$ cat src/core/mms_defines.svh
// Constants for the mode map and interrupt sequencer
`ifndef MMS_DEFINES_SVH
`define MMS_DEFINES_SVH
`define MMS_OFS_PORT_TWO_DATA 8'h03
`define MMS_OFS_DDR_THREE 8'h04
`define MMS_OFS_DDR_FOUR 8'h05
`define MMS_OFS_DATA_THREE 8'h06
`define MMS_OFS_DATA_FOUR 8'h07
`define MMS_OFS_CSR_THREE 8'h0f
`define MMS_OFS_IRQ_CTRL 8'h18
`define MMS_OFS_IRQ_STAT 8'h19
`define MMS_REG_AREA_TOP 16'h0020
`define MMS_RAM_BASE 16'h0080
`define MMS_RAM_TOP 16'h00ff
`define MMS_ROM_BASE 16'hf800
`define MMS_PAGE_BASE 16'h0100
`define MMS_PAGE_TOP 16'h01ff
`define MMS_MODE_BIT_POS 5
`define MMS_VEC_RESET 16'hfffe
`define MMS_VEC_NMI 16'hfffc
`define MMS_VEC_SWI 16'hfffa
`define MMS_VEC_FIRST_MASKABLE_REQUEST 16'hfff8
`define MMS_VEC_ICF 16'hfff6
`define MMS_VEC_OCF 16'hfff4
`define MMS_VEC_TOF 16'hfff2
`define MMS_VEC_SCI 16'hfff0
`define MMS_EXT_VEC_CYCLES 2
`define MMS_BUS_DIV 4
`define MMS_STACK_BYTES 3'd7
`define MMS_IRQ_CTRL_RST 8'h00
`endif

$ cat src/core/mms_pkg.sv
// Types shared by the mode map and interrupt sequencer
package mms_pkg;
  typedef enum logic [1:0] {MMS_IDLE, MMS_STACK, MMS_FETCH} mms_seq_e;
  typedef enum logic [2:0] {MMS_T_NONE, MMS_T_ROM, MMS_T_RAM, MMS_T_REG, MMS_T_EXT} mms_tgt_e;
  typedef struct packed {
    logic [15:0] addr;
    logic rd;
    logic wr;
  } mms_cpu_s;
  typedef struct packed {
    logic capture_event_flag;
    logic compare_match_flag;
    logic counter_overflow_flag;
    logic serial_interface_unit;
  } mms_second_maskable_request_s;
endpackage : mms_pkg

$ cat src/core/mms_core.sv
// Mode latch, address decode and interrupt sequencer
//
// Chosen here: the strobed register port.
`timescale 1ns/10ps
`default_nettype none
`include "mms_defines.svh"
module mms_core #(
  parameter int BUS_DIV = `MMS_BUS_DIV
) (
  input wire logic ref_clk_i,
  input wire logic reset_n_i,
  input wire logic mode_pin_low_i,
  input wire logic mode_pin_mid_i,
  input wire logic mode_pin_high_i,
  input wire logic [4:0] port_two_pins_i,
  input wire logic [7:0] reg_addr_i,
  input wire logic [7:0] reg_wdata_i,
  input wire logic reg_wr_i,
  input wire logic reg_rd_i,
  output logic [7:0] reg_rdata_o,
  input wire mms_pkg::mms_cpu_s cpu_i,
  input wire logic [15:0] cpu_addr_out_i,
  output mms_pkg::mms_tgt_e target_o,
  output logic external_page_select_o,
  output logic rom_sel_o,
  output logic ram_sel_o,
  output logic reg_sel_o,
  output logic ext_sel_o,
  output logic mux_bus_o,
  output logic bus_phase_o,
  output logic address_latch_strobe_o,
  output logic [7:0] port_four_out_o,
  output logic [7:0] port_four_oe_o,
  input wire logic nmi_n_i,
  input wire logic first_maskable_request_n_i,
  input wire logic port_three_input_strobe_flag_i,
  input wire mms_pkg::mms_second_maskable_request_s second_maskable_request_flags_i,
  input wire logic software_trap_i,
  input wire logic instr_done_i,
  input wire logic mask_bit_i,
  output logic second_maskable_request_o,
  output logic irq_busy_o,
  output logic stack_push_o,
  output logic [2:0] stack_index_o,
  output logic set_mask_o,
  output logic vector_load_o,
  output logic [15:0] vector_addr_o,
  output logic vector_external_o
);
  import mms_pkg::*;

  typedef struct packed {
    logic in_reset;
    logic [2:0] mode;
    logic [7:0] ddr_four;
    logic [3:0] src_en;
    logic nmi_prev;
    logic nmi_pend;
    logic [1:0] div;
    logic [1:0] ext_vec_cnt;
    mms_seq_e seq;
    logic [2:0] stk;
    logic [15:0] vec;
    logic vload;
    logic [7:0] rdata;
  } mms_state_s;

  mms_state_s st_r;
  mms_state_s st_nxt;
  logic [15:0] a;
  logic in_reg;
  logic nmux;
  logic p34_ext;
  logic p3_ext;
  logic dead;
  logic first_maskable_request_req;
  logic second_maskable_request_req;
  logic [15:0] pick_vec;
  logic take;
  logic phase_end;

  // Mode classes
  assign nmux = (st_r.mode == 3'd5);
  assign a = cpu_i.addr;
  assign in_reg = (a < `MMS_REG_AREA_TOP);
  assign p34_ext = (st_r.mode <= 3'd3) && (a[7:0] == `MMS_OFS_DDR_THREE
    || a[7:0] == `MMS_OFS_DDR_FOUR || a[7:0] == `MMS_OFS_DATA_THREE
    || a[7:0] == `MMS_OFS_DATA_FOUR || a[7:0] == `MMS_OFS_CSR_THREE);
  assign p3_ext = (st_r.mode == 3'd5 || st_r.mode == 3'd6) && (a[7:0] == `MMS_OFS_DDR_THREE
    || a[7:0] == `MMS_OFS_DATA_THREE || a[7:0] == `MMS_OFS_CSR_THREE);
  assign dead = nmux && p3_ext;

  // Address decode, one target per access
  always_comb begin
    target_o = MMS_T_NONE;
    if (cpu_i.rd || cpu_i.wr) begin
      if (in_reg) begin
        if (dead) target_o = MMS_T_NONE;
        else if (p34_ext || p3_ext) target_o = MMS_T_EXT;
        else target_o = MMS_T_REG;
      end else if (st_r.mode == 3'd4 && a[7]) begin
        target_o = MMS_T_RAM;
      end else if (st_r.mode != 3'd3 && st_r.mode != 3'd4
                   && a >= `MMS_RAM_BASE && a <= `MMS_RAM_TOP) begin
        target_o = MMS_T_RAM;
      end else if (st_r.mode == 3'd0 && a >= `MMS_VEC_RESET && st_r.ext_vec_cnt != 2'd0) begin
        // Checked ahead of ROM so the early reset vector really goes outside
        target_o = MMS_T_EXT;
      end else if ((st_r.mode == 3'd0 || st_r.mode == 3'd1 || st_r.mode >= 3'd5)
                   && st_r.mode != 3'd4 && a >= `MMS_ROM_BASE) begin
        target_o = MMS_T_ROM;
      end else if (st_r.mode == 3'd7 || st_r.mode == 3'd4) begin
        target_o = MMS_T_NONE;
      end else if (nmux) begin
        target_o = (a >= `MMS_PAGE_BASE && a <= `MMS_PAGE_TOP) ? MMS_T_EXT : MMS_T_NONE;
      end else begin
        target_o = MMS_T_EXT;
      end
    end
  end

  // Selects follow the single decoded target, so two drivers can never meet
  assign rom_sel_o = (target_o == MMS_T_ROM);
  assign ram_sel_o = (target_o == MMS_T_RAM);
  assign reg_sel_o = (target_o == MMS_T_REG);
  assign ext_sel_o = (target_o == MMS_T_EXT);
  assign external_page_select_o = nmux && ext_sel_o && !in_reg;
  assign mux_bus_o = !nmux && st_r.mode != 3'd7 && st_r.mode != 3'd4;
  assign bus_phase_o = st_r.div[1];
  assign address_latch_strobe_o = mux_bus_o && (st_r.div == 2'd0);
  assign phase_end = (st_r.div == 2'(BUS_DIV - 1));

  // Port four: address where enabled, ones while still inputs
  always_comb begin
    port_four_out_o = 8'hff;
    port_four_oe_o = 8'h00;
    if (nmux) begin
      port_four_oe_o = st_r.ddr_four;
      port_four_out_o = cpu_addr_out_i[7:0] | ~st_r.ddr_four;
    end else if (st_r.mode == 3'd6) begin
      port_four_oe_o = st_r.ddr_four;
      port_four_out_o = cpu_addr_out_i[15:8] | ~st_r.ddr_four;
    end else if (mux_bus_o) begin
      port_four_oe_o = 8'hff;
      port_four_out_o = cpu_addr_out_i[15:8];
    end
  end

  // Interrupt request lines and vector choice
  assign second_maskable_request_o = |(second_maskable_request_flags_i & st_r.src_en);
  assign first_maskable_request_req = (!first_maskable_request_n_i || port_three_input_strobe_flag_i)
    && !mask_bit_i;
  assign second_maskable_request_req = second_maskable_request_o && !mask_bit_i;
  always_comb begin
    pick_vec = `MMS_VEC_SCI;
    if (st_r.nmi_pend) pick_vec = `MMS_VEC_NMI;
    else if (software_trap_i) pick_vec = `MMS_VEC_SWI;
    else if (first_maskable_request_req) pick_vec = `MMS_VEC_FIRST_MASKABLE_REQUEST;
    else if (second_maskable_request_flags_i.capture_event_flag && st_r.src_en[3]) pick_vec = `MMS_VEC_ICF;
    else if (second_maskable_request_flags_i.compare_match_flag && st_r.src_en[2]) pick_vec = `MMS_VEC_OCF;
    else if (second_maskable_request_flags_i.counter_overflow_flag && st_r.src_en[1]) pick_vec = `MMS_VEC_TOF;
    else pick_vec = `MMS_VEC_SCI;
  end
  assign take = instr_done_i && st_r.seq == MMS_IDLE && !st_r.in_reset
    && (st_r.nmi_pend || software_trap_i || first_maskable_request_req || second_maskable_request_req);

  // Next state
  always_comb begin
    st_nxt = st_r;
    st_nxt.in_reset = 1'b0;
    st_nxt.vload = 1'b0;
    st_nxt.nmi_prev = nmi_n_i;
    st_nxt.div = st_r.div + 2'd1;
    if (st_r.in_reset) begin
      st_nxt.mode = {mode_pin_high_i, mode_pin_mid_i, mode_pin_low_i};
      st_nxt.ext_vec_cnt = 2'(`MMS_EXT_VEC_CYCLES);
      st_nxt.vec = `MMS_VEC_RESET;
      st_nxt.vload = 1'b1;
      st_nxt.div = 2'd0;
    end else if (phase_end && st_r.ext_vec_cnt != 2'd0) begin
      st_nxt.ext_vec_cnt = st_r.ext_vec_cnt - 2'd1;
    end
    // Falling edge of the non-maskable line latches a request; set beats clear
    if (st_r.nmi_prev && !nmi_n_i) st_nxt.nmi_pend = 1'b1;
    else if (take && st_r.nmi_pend) st_nxt.nmi_pend = 1'b0;
    if (reg_wr_i) begin
      case (reg_addr_i)
        `MMS_OFS_PORT_TWO_DATA: begin
          if (st_r.mode == 3'd4 && reg_wdata_i[`MMS_MODE_BIT_POS]) st_nxt.mode = 3'd5;
        end
        `MMS_OFS_DDR_FOUR: st_nxt.ddr_four = reg_wdata_i;
        `MMS_OFS_IRQ_CTRL: st_nxt.src_en = reg_wdata_i[3:0];
        default: ;
      endcase
    end
    case (st_r.seq)
      MMS_IDLE: begin
        if (take) begin
          st_nxt.seq = MMS_STACK;
          st_nxt.stk = 3'd0;
          st_nxt.vec = pick_vec;
        end
      end
      MMS_STACK: begin
        st_nxt.stk = st_r.stk + 3'd1;
        if (st_r.stk == `MMS_STACK_BYTES - 3'd1) st_nxt.seq = MMS_FETCH;
      end
      MMS_FETCH: begin
        st_nxt.vload = 1'b1;
        st_nxt.seq = MMS_IDLE;
      end
      default: st_nxt.seq = MMS_IDLE;
    endcase
    st_nxt.rdata = 8'h00;
    if (reg_rd_i) begin
      case (reg_addr_i)
        `MMS_OFS_PORT_TWO_DATA: st_nxt.rdata = {st_r.mode, port_two_pins_i};
        `MMS_OFS_DDR_FOUR: st_nxt.rdata = st_r.ddr_four;
        `MMS_OFS_IRQ_CTRL: st_nxt.rdata = {4'h0, st_r.src_en};
        `MMS_OFS_IRQ_STAT: st_nxt.rdata = {3'h0, st_r.nmi_pend, second_maskable_request_flags_i};
        default: st_nxt.rdata = 8'h00;
      endcase
    end
  end

  // State register; reset holds the latch open so the mode is caught on release
  always_ff @(posedge ref_clk_i) begin
    if (!reset_n_i) begin
      st_r <= '0;
      st_r.in_reset <= 1'b1;
      st_r.nmi_prev <= 1'b1;
      st_r.seq <= MMS_IDLE;
      st_r.src_en <= 4'(`MMS_IRQ_CTRL_RST);
    end else begin
      st_r <= st_nxt;
    end
  end

  assign reg_rdata_o = st_r.rdata;
  assign irq_busy_o = (st_r.seq != MMS_IDLE);
  assign stack_push_o = (st_r.seq == MMS_STACK);
  assign stack_index_o = st_r.stk;
  assign set_mask_o = (st_r.seq == MMS_FETCH);
  assign vector_load_o = st_r.vload;
  assign vector_addr_o = st_r.vec;
  assign vector_external_o = (st_r.mode == 3'd3) || (st_r.mode == 3'd2)
    || (st_r.mode == 3'd1) || (st_r.mode == 3'd0 && st_r.ext_vec_cnt != 2'd0);
endmodule : mms_core
`default_nettype wire

$ cat config.mk
export PLATFORM = sky130hd
export DESIGN_NAME = mms_core
export DESIGN_NICKNAME = d
export VERILOG_FILES = /design/src/core/mms_pkg.sv /design/src/core/mms_core.sv
export VERILOG_INCLUDE_DIRS = /design/src /design/src/core
export SDC_FILE = /design/constraint.sdc
export NUM_CORES = 1
export LEC_CHECK = 0
export BUFFER_PORTS_ARGS = -buffer_cell sky130_fd_sc_hd__buf_2
export CORE_MARGIN = 1
export CORE_UTILIZATION = 47
export CTS_CLUSTER_SIZE = 40
export DETAILED_ROUTE_END_ITERATION = 10
export PLACE_DENSITY = 0.89
export SYNTH_ARGS = -nofsm -noshare
export SYNTH_HDL_FRONTEND = slang
export SYNTH_SLANG_ARGS = --single-unit
export TNS_END_PERCENT = 1
$ cat constraint.sdc
create_clock -name ref_clk_i -period 2.21 [get_ports ref_clk_i]
set_input_delay 0 -clock ref_clk_i [delete_from_list [all_inputs] [get_ports ref_clk_i]]
set_output_delay 0 -clock ref_clk_i [all_outputs]
set_load 0.02 [all_outputs]
==> run_results.csv <==
group,metric,value,unit
final_layout,layout-area-overhead-vs-synth,28.7,%
cts,cts_root_buffer,"clkbuf_8",
die,num_io_pins,132,
cts,path_clk_slew,0.10,ns
final_layout,drive_gt1_frac,0.367,
die,start_util,0.501,
cts,h-tree-depth,2,
synthesis,synth_area_per_cell,8.21,µm²
global_route,antenna_found_initial,0,
critical_path,worstSetupStartpoint,"st_r[30]",
synthesis,ys_seq_elements,52,
die,die_y,79.8,µm
sta,worstMarginPinSlew,0.590,ns
global_route,grt_pass1_vias,2549,
sta,fmax,449,MHz
global_route,grt_util_all_layers,0.232,
critical_path,critical_path_required,2.21,ns
global_route,use_met2,0.408,
die,die_x,79.8,µm
die,num_rows,27,
sta,hold_viol,0,
drt,viasPerCell,5.30,
critical_path,crit_type,"flip-flop to output port",
cts,cts_tree,"done",
global_route,grt_util_met3,0.0434,
critical_path,reg2reg_slack,0.47,ns
sta,period_share,1.01,
synthesis,ys.warnings.count,0,
cts,cts_buffer_depth,2,
die,core,5680,µm²
outcome,violations,"setup timing",
global_route,grt_max_degree,25,
place,numPortBuffers,131,
critical_path,r2r-start,"st_r[29]",
synthesis,syn_area,2840,µm²
synthesis,yosysUniqueCellTypes,53,
global_route,grt_overflow_total,0,
worst_hold_path,min_path_type,"primary input to flip-flop",
final_layout,layout_commonest_cell,"buf_2",
synthesis,syn-num-nets,423,
synthesis,synthArstFlopShare,0,
final_layout,fillerInstances,486,
run,cap_violations,0,
drt,drc,0,
drt,firstDrtPassIters,4,
synthesis,synthFlopType,"dfxtp_1",
power,p_leak,1.60,nW
critical_path,start_kind,"flip-flop",
place,pre_cts_ws,0.0911,ns
drt,wl,7.49,mm
final_layout,layout.cells.non_filler,541,
final_layout,multi_input_area,1480,µm²
final_layout,num_antenna_cells,0,
sta,period_minus_slack,2.22,ns
critical_path,cp-end-kind,"output port",
critical_path,cp_slowest_cell,"or4b_4",
final_layout,register_area,1040,µm²
critical_path,path_cells,"inv_2 -> ha_4 -> or4b_4 -> nor4_4 -> or4_4 -> nor4b_4 -> nor3b_2 -> buf_4",
cts,clk-insertion-delay-late,0.31,ns
sta,fin_ws,-0.0148,ns
drt,wl_per_cell,13.9,µm
outcome,status,"complete, but fails checks",
sta,slew_headroom,0.604,
power,ir_worst_vdd,0.000377,V
global_route,top_usage_layer,"met2",
final_layout,final_core_util,0.644,
sta,finalSetupViolations,1,
synthesis,synthCells,346,
cts,numClockSinks,52,
place,dp.final_hpwl,5.62,mm
place,place_inst,518,
drt,antenna_left,0,
critical_path,r2r_end,"vector_addr_o[2]",
power,power-per-cell-area,545,nW/µm²
drt,vias,2866,
final_layout,final_cell_mix,"buf_2, dfxtp_1, nand2_1",
die,die-area,6360,µm²
sta,grt_setup_unrepaired,"yes",
synthesis,synth_edf_count,0,
critical_path,cp-endpoint,"external_page_select_o",
sta,drv_slew,0,
critical_path,r2r_cells,6,
global_route,use_met1,0.286,
synthesis,ys_seq_area_frac,0.366,
critical_path,cp_max_fo,3,
drt,drtIter0Drc,86,
critical_path,critPathMaxStageDelay,0.49,ns
final_layout,nNetsFinal,545,
sta,skew,0.0119,ns
cts,cts-buffers-inserted,5,
place,routabilityCongestion,0.876,
global_route,grt_pass1_wl,11.7,mm
critical_path,arrival,2.22,ns
==> routing by layer <==
| layer | vias up | part of all wire |
|---|---|---|
| met2 | 123 | 0.49 |
| met5 | - | 0 |
| met1 | 1283 | 0.42 |
| li1 | 1445 | - |
| met3 | 15 | 0.067 |
| met4 | 0 | 0.021 |
==> final cells by class <==
class                   instances  area share
flip-flops and latches         52       0.285
clock buffers                   5      0.0188
repair buffers                157       0.243
clock inverters                 3     0.00684
well taps                      72      0.0246
multi-input cells             236       0.405
inverters                      16      0.0164
==> cell families (layout without fill, tap and decap cells) <==
family / after synthesis / count (layout) / synth area share
and+or+nand+nor: 130 / 130 / 0.251
AOI/OAI and AO/OA: 96 / 96 / 0.222
buffers and inverters: 58 / 181 / 0.122
DFF: 52 / 52 / 0.366
adders and majority gates: 5 / 5 / 0.0220
muxes: 2 / 2 / 0.00705
xor gates and xnor gates: 3 / 3 / 0.00925
==> worst max-delay path, delay by kind of cell, from the launching register on <==
family | cells | cell delay [ns]
DFF | 1 | 0.35
and+or+nand+nor | 5 | 1.23
buffers and inverters | 2 | 0.20
adders and majority gates | 1 | 0.14
==> sequential cells by signal (all words and copies together), names as in the netlist <==
name	flops
vector_addr_o	16
stack_index_o	3
reg_rdata_o	8
bus_phase_o	1
vector_load_o	1
st_r	23
==> worst min path at each step <==
stage,start,to,slack (ns),depth (start not counted)
6_report,port_two_pins_i[1],reg_rdata_o[1],0.009,3
5_1_grt,port_two_pins_i[0],reg_rdata_o[0],0.03,3
4_1_cts,port_two_pins_i[1],reg_rdata_o[1],0.001,3
3_5_place_dp,nmi_n_i,st_r[35],0.21,2
3_3_place_gp,nmi_n_i,st_r[35],0.20,2
2_1_floorplan,nmi_n_i,st_r[35],0.10,1
==> power by group <==
part,switching (mW),internal [mW],total (mW)
registers,0.0247,0.973,0.998
logic,0.246,0.182,0.428
clock network,0.335,0.231,0.567
==> Yosys cell counts, drive strengths merged, types with 2 or more instances <==
| library cell | count | area, µm² |
|---|---|---|
| a21oi | 38 | 190 |
| mux2i | 2 | 20.0 |
| o21bai | 3 | 22.5 |
| o22ai | 9 | 56.3 |
| dfxtp | 52 | 1040 |
| nand2b | 6 | 37.5 |
| a22oi | 14 | 105 |
| nand4 | 4 | 25.0 |
| buf | 34 | 256 |
| and3 | 2 | 12.5 |
| or3 | 2 | 12.5 |
| nor4b | 4 | 65.1 |
| nor2 | 29 | 109 |
| o21ai | 6 | 30.0 |
| nand2 | 43 | 161 |
| nor3b | 3 | 32.5 |
| nor4 | 4 | 46.3 |
| xnor2 | 2 | 17.5 |
| ha | 5 | 62.6 |
| nor3 | 6 | 35.0 |
| nor2b | 3 | 18.8 |
| clkbuf | 8 | 30.0 |
| and2 | 2 | 12.5 |
| nand3 | 16 | 85.1 |
| o21a | 13 | 97.6 |
| inv | 15 | 56.3 |
| a211oi | 3 | 22.5 |
| o31ai | 2 | 15.0 |
==> stage by stage <==
stage          area [µm²]  hold WS [ns]  power (mW)  TNS [ns]
2_1_floorplan        2840         0.101        1.28         0
3_3_place_gp         3380         0.204        1.41         0
3_5_place_dp         3380         0.208        1.42         0
4_1_cts              3640       0.00108        1.99   -0.0336
5_1_grt              3660        0.0338        2.09    -0.292
6_report             3660       0.00889        1.99   -0.0148
==> what timing repair did <==
| action | 4_1_cts | 5_1_grt |
|---|---|---|
| gates resized for setup | 7 | 4 |
| buffers inserted | 3 | 0 |
| pin swaps | 3 | 0 |
| endpoints found under the hold margin | 16 | 0 |
| hold buffers | 12 | 0 |
| setup endpoints to repair | 3 | 5 |
No activity file was read; power rests on OpenSTA's default activity.
